<file path="src/rtl/trng_defs.svh">
`ifndef TRNG_DEFS_SVH
`define TRNG_DEFS_SVH

// ============================================================
// Health test limits and timing
`define TRH_STUCK_LIMIT      8'h20
`define TRH_WIN_LEN          10'h3FF
`define TRH_ONES_MIN         10'h1A4
`define TRH_ONES_MAX         10'h25B
`define TRH_STARTUP_WINDOWS  3'h2
`define TRH_W8               5'h08
`define TRH_W16              5'h10

`endif

</file>
<file path="src/rtl/trh_pkg.sv">
package trh_pkg;

    // ============================================================
    // Types
    typedef enum logic [3:0] {
        TRH_ST_STARTUP = 4'b0001,
        TRH_ST_RUN     = 4'b0010,
        TRH_ST_DEFECT  = 4'b0100,
        TRH_ST_FAILED  = 4'b1000
    } trh_state_t;

    typedef struct packed {
        logic        valid;
        logic [15:0] data;
        logic        wide;
    } trh_word_t;

    typedef struct packed {
        logic total_fail;
        logic defect;
        logic alarm;
        logic ready;
    } trh_status_t;

endpackage

</file>
<file path="src/rtl/trh_gate.sv">
`timescale 1ns/1ps
`include "trng_defs.svh"
// Summary of operation
// RULE_01 - Total-failure test runs from generator start
// RULE_02 - After total failure no word is released
// RULE_03 - Withhold words built from post-failure bits
// RULE_04 - Online test at start and during operation
// RULE_05 - Output blocked until start-up test passes
// RULE_06 - Online test scans every raw bit
// RULE_07 - Output words are 8 or 16 bits
// RULE_08 - Tests reject sources below entropy bound
// RULE_09 - Stuck test plus continuous repetition test
// RULE_10 - Sticky alarm cleared by reset or restart
// RULE_11 - Valid only for complete approved words
module trh_gate
    import trh_pkg::*;
(
    // Clock and reset
    input  wire logic        clk_sys,
    input  wire logic        rst_n,
    input  wire logic        clk_en,
    // Noise source
    input  wire logic        raw_bit,
    input  wire logic        raw_valid,
    // Control
    input  wire logic        restart,
    input  wire logic        wide_sel,
    // Consumer side
    input  wire logic        word_take,
    output trh_word_t        word_out_q,
    output trh_status_t      status_q
);

    // ============================================================
    // Health tests
    trh_state_t  state_q;
    logic        last_bit_q;
    logic [7:0]  run_len_q;
    logic [9:0]  win_cnt_q;
    logic [9:0]  ones_q;
    logic [2:0]  pass_cnt_q;
    logic        stuck_hit;
    logic        win_end;
    logic        win_bad;
    logic        ok_bit;

    // True when the count of ones of a window lies outside the band.
    function automatic logic out_of_band(input logic [9:0] n);
        out_of_band = (n < `TRH_ONES_MIN) || (n > `TRH_ONES_MAX);
    endfunction

    // A run of identical bits this long means the source is dead.
    // The count is zero on the first bit of a run, hence the limit less two.
    assign stuck_hit = raw_valid && (raw_bit == last_bit_q) && // RULE_01
                       (run_len_q >= `TRH_STUCK_LIMIT - 8'h02); // RULE_09
    assign win_end   = raw_valid && (win_cnt_q == `TRH_WIN_LEN - 10'h001);
    // The bit that closes a window is judged together with that window.
    assign win_bad   = win_end &&
                       out_of_band(ones_q + {9'h000, raw_bit}); // RULE_08
    assign ok_bit    = raw_valid && !stuck_hit &&
                       (state_q == TRH_ST_RUN);

    // ============================================================
    // Run-length test
    // The last bit starts low, so a first low bit already counts as a repeat.
    always_ff @(posedge clk_sys or negedge rst_n) begin
        if (!rst_n) begin
            last_bit_q <= 1'b0;
            run_len_q  <= 8'h00;
        end else if (clk_en && (raw_valid || restart)) begin
            if (restart) begin
                run_len_q <= 8'h00;
            end else if (raw_bit == last_bit_q) begin
                if (run_len_q != 8'hFF) begin
                    run_len_q <= run_len_q + 8'h01; // RULE_09
                end
            end else begin
                run_len_q <= 8'h00;
            end
            last_bit_q <= raw_bit;
        end
    end

    // ============================================================
    // Window test
    // Every raw bit enters the window count; windows are back to back.
    always_ff @(posedge clk_sys or negedge rst_n) begin
        if (!rst_n) begin
            win_cnt_q <= 10'h000;
            ones_q    <= 10'h000;
        end else if (clk_en) begin
            if (restart || win_end) begin
                win_cnt_q <= 10'h000;
                ones_q    <= 10'h000;
            end else if (raw_valid) begin
                win_cnt_q <= win_cnt_q + 10'h001; // RULE_06
                ones_q    <= ones_q + {9'h000, raw_bit};
            end
        end
    end

    // ============================================================
    // Test state machine
    // A defect is latched until restart; only a dead source moves it on.
    always_ff @(posedge clk_sys or negedge rst_n) begin
        if (!rst_n) begin
            state_q    <= TRH_ST_STARTUP;
            pass_cnt_q <= 3'h0;
        end else if (clk_en) begin
            if (restart) begin
                state_q    <= TRH_ST_STARTUP;
                pass_cnt_q <= 3'h0;
            end else begin
                unique case (state_q)
                    TRH_ST_STARTUP: begin
                        if (stuck_hit) begin
                            state_q <= TRH_ST_FAILED; // RULE_01
                        end else if (win_bad) begin
                            state_q <= TRH_ST_DEFECT; // RULE_04
                        end else if (win_end) begin
                            if (pass_cnt_q ==
                                `TRH_STARTUP_WINDOWS - 3'h1) begin
                                state_q <= TRH_ST_RUN; // RULE_05
                            end
                            pass_cnt_q <= pass_cnt_q + 3'h1;
                        end
                    end
                    TRH_ST_RUN: begin
                        if (stuck_hit) begin
                            state_q <= TRH_ST_FAILED; // RULE_03
                        end else if (win_bad) begin
                            state_q <= TRH_ST_DEFECT; // RULE_04 RULE_05
                        end
                    end
                    TRH_ST_DEFECT: begin
                        if (stuck_hit) begin
                            state_q <= TRH_ST_FAILED;
                        end
                    end
                    TRH_ST_FAILED: begin
                        state_q <= TRH_ST_FAILED; // RULE_02
                    end
                endcase
            end
        end
    end

    // ============================================================
    // Word assembly
    logic [15:0] shift_q;
    logic [4:0]  fill_q;
    logic        wide_q;
    logic [4:0]  need;
    logic        wide_now;
    logic        assembled;

    // Number of raw bits in a word of the given width.
    function automatic logic [4:0] word_len(input logic wide);
        word_len = wide ? `TRH_W16 : `TRH_W8;
    endfunction

    // The width is taken at the first bit of a word, so a new selection
    // made between two words applies to the next one.
    assign wide_now  = (fill_q == 5'h00) ? wide_sel : wide_q;
    assign need      = word_len(wide_now); // RULE_07
    assign assembled = ok_bit && (fill_q == need - 5'h01);

    // A failing bit or a leaving of RUN throws away the partial word.
    always_ff @(posedge clk_sys or negedge rst_n) begin
        if (!rst_n) begin
            shift_q <= 16'h0000;
            fill_q  <= 5'h00;
            wide_q  <= 1'b0;
        end else if (clk_en) begin
            if (restart || (state_q != TRH_ST_RUN) ||
                (raw_valid && !ok_bit) || win_bad) begin
                fill_q <= 5'h00; // RULE_03
                wide_q <= wide_sel;
            end else if (ok_bit) begin
                shift_q <= {shift_q[14:0], raw_bit};
                fill_q  <= assembled ? 5'h00 : fill_q + 5'h01;
                wide_q  <= wide_now; // RULE_07
            end
        end
    end

    // ============================================================
    // Output word and status
    // Any failure clears the shown word in the cycle it is detected.
    always_ff @(posedge clk_sys or negedge rst_n) begin
        if (!rst_n) begin
            word_out_q <= '0;
        end else if (clk_en) begin
            if (restart || (state_q != TRH_ST_RUN) || stuck_hit ||
                win_bad) begin
                word_out_q <= '0; // RULE_02 RULE_05
            end else if (assembled && !win_bad) begin
                word_out_q.valid <= 1'b1; // RULE_11
                word_out_q.wide  <= wide_q;
                word_out_q.data  <= wide_q ?
                    {shift_q[14:0], raw_bit} :
                    {8'h00, shift_q[6:0], raw_bit};
            end else if (word_take) begin
                word_out_q.valid <= 1'b0; // RULE_11
            end
        end
    end

    // Fail, defect and ready follow the state one cycle late; the alarm is set at the same edge as the state. A fault in the restart
    // cycle keeps the alarm set.
    always_ff @(posedge clk_sys or negedge rst_n) begin
        if (!rst_n) begin
            status_q <= '0;
        end else if (clk_en) begin
            status_q.total_fail <= (state_q == TRH_ST_FAILED) && !restart;
            status_q.defect     <= (state_q == TRH_ST_DEFECT) && !restart;
            status_q.ready      <= (state_q == TRH_ST_RUN) && !restart;
            if (stuck_hit || win_bad) begin
                status_q.alarm <= 1'b1; // RULE_10
            end else if (restart) begin
                status_q.alarm <= 1'b0;
            end
        end
    end

endmodule

</file>
<file path="config.mk">
export PLATFORM = sky130hd
export DESIGN_NAME = trh_gate
export DESIGN_NICKNAME = d
export VERILOG_FILES = /design/src/rtl/trh_pkg.sv /design/src/rtl/trh_gate.sv
export VERILOG_INCLUDE_DIRS = /design/src /design/src/rtl
export SDC_FILE = /design/constraint.sdc
export NUM_CORES = 1
export LEC_CHECK = 0
export BUFFER_PORTS_ARGS = -buffer_cell sky130_fd_sc_hd__buf_2
export CAP_MARGIN = 20
export CELL_PAD_IN_SITES_DETAIL_PLACEMENT = 0
export CELL_PAD_IN_SITES_GLOBAL_PLACEMENT = 1
export CORE_MARGIN = 1
export CORE_UTILIZATION = 30
export CTS_BUF_LIST = sky130_fd_sc_hd__clkbuf_4
export DETAILED_ROUTE_END_ITERATION = 7
export PLACE_DENSITY_LB_ADDON = 0.1
export SYNTH_ARGS = -nofsm -noshare
export SYNTH_HDL_FRONTEND = slang
export SYNTH_SLANG_ARGS = --single-unit
</file>
<file path="constraint.sdc">
create_clock -name clk_sys -period 4.1 [get_ports clk_sys]
set_clock_uncertainty 0.15 [all_clocks]
set_input_delay 0 -clock clk_sys [delete_from_list [all_inputs] [get_ports clk_sys]]
set_output_delay 0 -clock clk_sys [all_outputs]
set_load 0.03 [all_outputs]
</file>
==> parameters.txt <==
Parameter                              Value

Synth
  Post-synth design cell area    4060 um^2
  Net count after synthesis    about 420
  Number of instances in the synthesized netlist    398
  Ys async rst share    100%
  Average instance area after synthesis    just over 10 um^2
  Most used DFF post-synth    dfrtp_1
  Number of distinct library cell variants in the gate-level netlist after synthesis    59
  Sequential area share after synthesis    48.7%
  Synthesis-stage register bit count    79
  Number of warnings issued by yosys    0
  Count of flip-flops with a built-in enable after synthesis    0

Finish
  Flip-flop and latch area    1980 um^2
  Synth-to-Final Area Change    14.9%
  Combined area of the multi-input logic cells    between 1500 and 2000 um^2
  Finished layout cell area    4660 um^2
  Share of post-route cells with drive strength above 1    18.2%
  Nets@finish    454
  Fill count    1,411

Clocking
  Clock tree from TritonCTS    built
  Count of cells resized by post-cts repair    0
  Worst-path clk slew    0.14 ns
  Source-to-sink clock delay at the later pin of the worst-skew pair    0.46 ns
  Cts bufs inserted    9
  H-tree depth    3
  CTS root buf    clkbuf_4
  Post-CTS setup buffer count    0
  Sink Count    79
  Buffer depth of the longest clock path    2
  CTS Hold Buffers Added    11

STA
  Final number of hold-violating endpoints    0
  Setup TNS    0 ns
  Post-route clock period utilization    84.2%
  Slew at the pin with the worst max-slew slack    0.770 ns
  Unrepaired setup endpoints after global routing    false
  Final period demand of the worst path    3.45 ns
  Total of endpoints with negative setup slack in the final report    0
  Count of final max-slew check failures    0
  Maximum clock frequency    roughly 290 MHz
  Final WS setup    between 0.6 and 0.7 ns
  Worst-case headroom to the max-slew limit    around half

Routing
  Total wirelength of the detailed-routed design    9350 um
  Number of DRC markers in iteration 0    142
  Detail-routed net length per standard cell    15.1 um
  Count of nets left with antenna violations after detail routing    0
  Mean number of vias per cell    approximately 5.0
  Residual DRC count    0
  Pre-Repair DR Iteration Count    4
  Via count of the routed design    3,073

Setup path
  WS Path Type    flop to flop
  Data required, critical path    between 4 and 5 ns
  Worst setup path startpoint    ones_q[1]$_DFFE_PN0P_
  Capture point of the worst reg-to-reg path    wide_q$_DFFE_PN0P_
  Startpoint types    flop
  Register-to-register path setup slack    around 0.65 ns
  Endpoint of the worst setup timing path    wide_q$_DFFE_PN0P_
  Cells on worst reg2reg path    10
  Maximum fanout count along the critical path    11
  Arrival time reported for the critical path endpoint    3.65 ns
  Source of the worst register-to-register timing path    ones_q[1]$_DFFE_PN0P_
  Setup crit end kind    flop

Flow run
  Maximum capacitance violations    0

Floorplan
  Vertical die dimension    118 um
  Die outline width    118 um
  Initial Utilization    30.7%
  Num rows    42
  Die Footprint    14,000 um^2
  CORE AREA    approximately 13,000 um^2
  Count of boundary I/O pins    30

Placed design
  Placement-stage worst setup slack    around 0.78 ns
  Area after DPL    4340 um^2
  Final HPWL from detailed placement    roughly 6000 um
  Last weighted congestion value of the routability-driven placer    approximately 0.74
  Port Buffers    29

Power
  Power density relative to cell area    359 nW/um^2
  Leak    2.13 nW
  Tot Pwr    1.68 mW
  VDD IR max    0.133 mV

GRT
  Initial antenna violation count    1
  Pin count of the biggest net entering global routing    80
  Global router's overall resource usage    14.4%
  First-pass GRT wire length    15,600 um
  Number of global-route vias before repair    2,986
  Remaining Overflow, GRT    0

Min path
  Type of the tightest min-delay check    input pin to flop

Status
  Run status    finished, final reports clean
==> cell usage after synthesis (7+ instances only) <==
master    number  area share (%)
a21oi_1       12             1.5
a22o_1        20             4.3
a31oi_1        9             1.4
clkbuf_1      11             1.0
dfrtp_1       78              48
ha_1          11             3.4
inv_1         11             1.0
mux2_2        17             4.7
nand2_1       37             3.4
nand2b_1       8             1.2
nand3_1       15             1.8
nand4_1        7             1.1
nor2_1        33             3.1
o21ai_0       31             3.8
xor2_1        10             2.2
==> stage by stage <==
stage | util (%) | hold WS [ns] | std cells
finish | 35.2 | 0.212 | 618
global route | 35.2 | 0.230 | 618
CTS | 34.9 | 0.141 | 614
detailed placement | 32.8 | 0.121 | 587
global placement | 32.8 | 0.107 | 587
floorplan | - | -0.446 | 398
==> cell families (layout without fill, tap and decap cells) <==
family	count (synthesis)	after routing	synth area share, %
simple gates	132	132	17.3
xor+xnor	13	13	2.81
mux	19	19	5.21
compound gates	111	111	18.5
buf+inv	33	75	4.07
flops	79	79	48.7
fa+ha+maj	11	11	3.39
other cells	0	2	0
==> worst min-delay path by stage <==
| stage | from | end | slack (ns) | cells past startpoint |
|---|---|---|---|---|
| 2_1_floorplan | rst_n | fill_q[0]$_DFFE_PN0P_ | -0.45 | 0 |
| 3_3_place_gp | rst_n | win_cnt_q[5]$_DFFE_PN0P_ | 0.11 | 1 |
| 3_5_place_dp | rst_n | win_cnt_q[4]$_DFFE_PN0P_ | 0.12 | 1 |
| 4_1_cts | rst_n | ones_q[1]$_DFFE_PN0P_ | 0.14 | 2 |
| 5_1_grt | raw_bit | last_bit_q$_DFFE_PN0P_ | 0.23 | 4 |
| 6_report | raw_bit | last_bit_q$_DFFE_PN0P_ | 0.21 | 4 |
==> power breakdown <==
group | internal, mW | total (mW) | switching (mW)
sequential | 0.822 | 0.874 | 0.0527
combinational | 0.0950 | 0.236 | 0.141
clock | 0.258 | 0.566 | 0.308
==> flip-flops by register name (all words and copies together) (netlist names) <==
register / cells
shift_q: 15
last_bit_q: 1
win_cnt_q: 10
status_q: 4
run_len_q: 8
ones_q: 10
word_out_q: 18
wide_q: 1
fill_q: 5
state_q: 4
pass_cnt_q: 3
==> routing by layer <==
| layer | share of wire, % | global-route usage [%] | up-vias |
|---|---|---|---|
| met2 | 44 | 21.4 | 35 |
| met3 | 2.8 | 3.57 | 11 |
| met5 | 0 | 0 | - |
| li1 | - | - | 1522 |
| met4 | 1.8 | 6.25 | 0 |
| met1 | 51 | 19.7 | 1505 |
==> cells in the final DEF, fill, tap and decap left out, types with 4 or more instances in the layout <==
cell / synthesis / routed
a21o_1: 5 / 5
a21oi_1: 12 / 12
a22o_1: 20 / 20
a31oi_1: 9 / 9
and3_1: 6 / 6
buf_2: 4 / 28
buf_4: 1 / 5
clkbuf_4: 0 / 10
dfrtp_1: 78 / 78
dlygate4sd3_1: 0 / 12
ha_1: 11 / 11
inv_1: 11 / 11
mux2_2: 17 / 17
nand2_1: 37 / 37
nand2b_1: 8 / 8
nand3_1: 15 / 15
nand3b_1: 4 / 4
nand4_1: 7 / 7
nor2_1: 33 / 33
o21ai_0: 31 / 31
o21ai_1: 4 / 4
o31ai_1: 6 / 6
xor2_1: 10 / 10
==> final cells by class <==
class	count	share of cell area [%]
flip-flops and latches	79	42.4
multi-input cells	286	41.1
repair buffers	46	6.97
well taps	176	4.72
clock inverters	6	2.01
clock buffers	10	1.61
inverters	13	1.10
diodes	2	0.107
==> critical path, cell delays in order (launching register included) <==
cell	delay (ns)
dfrtp_1	0.51
ha_1	0.39
and3_1	0.22
nand3_1	0.15
o32a_1	0.37
o211ai_1	0.10
and3_1	0.48
nor3_2	0.12
a32oi_1	0.20
o21ai_0	0.09
dlygate4sd3_1	0.56
No activity file was read; power rests on OpenSTA's default activity.
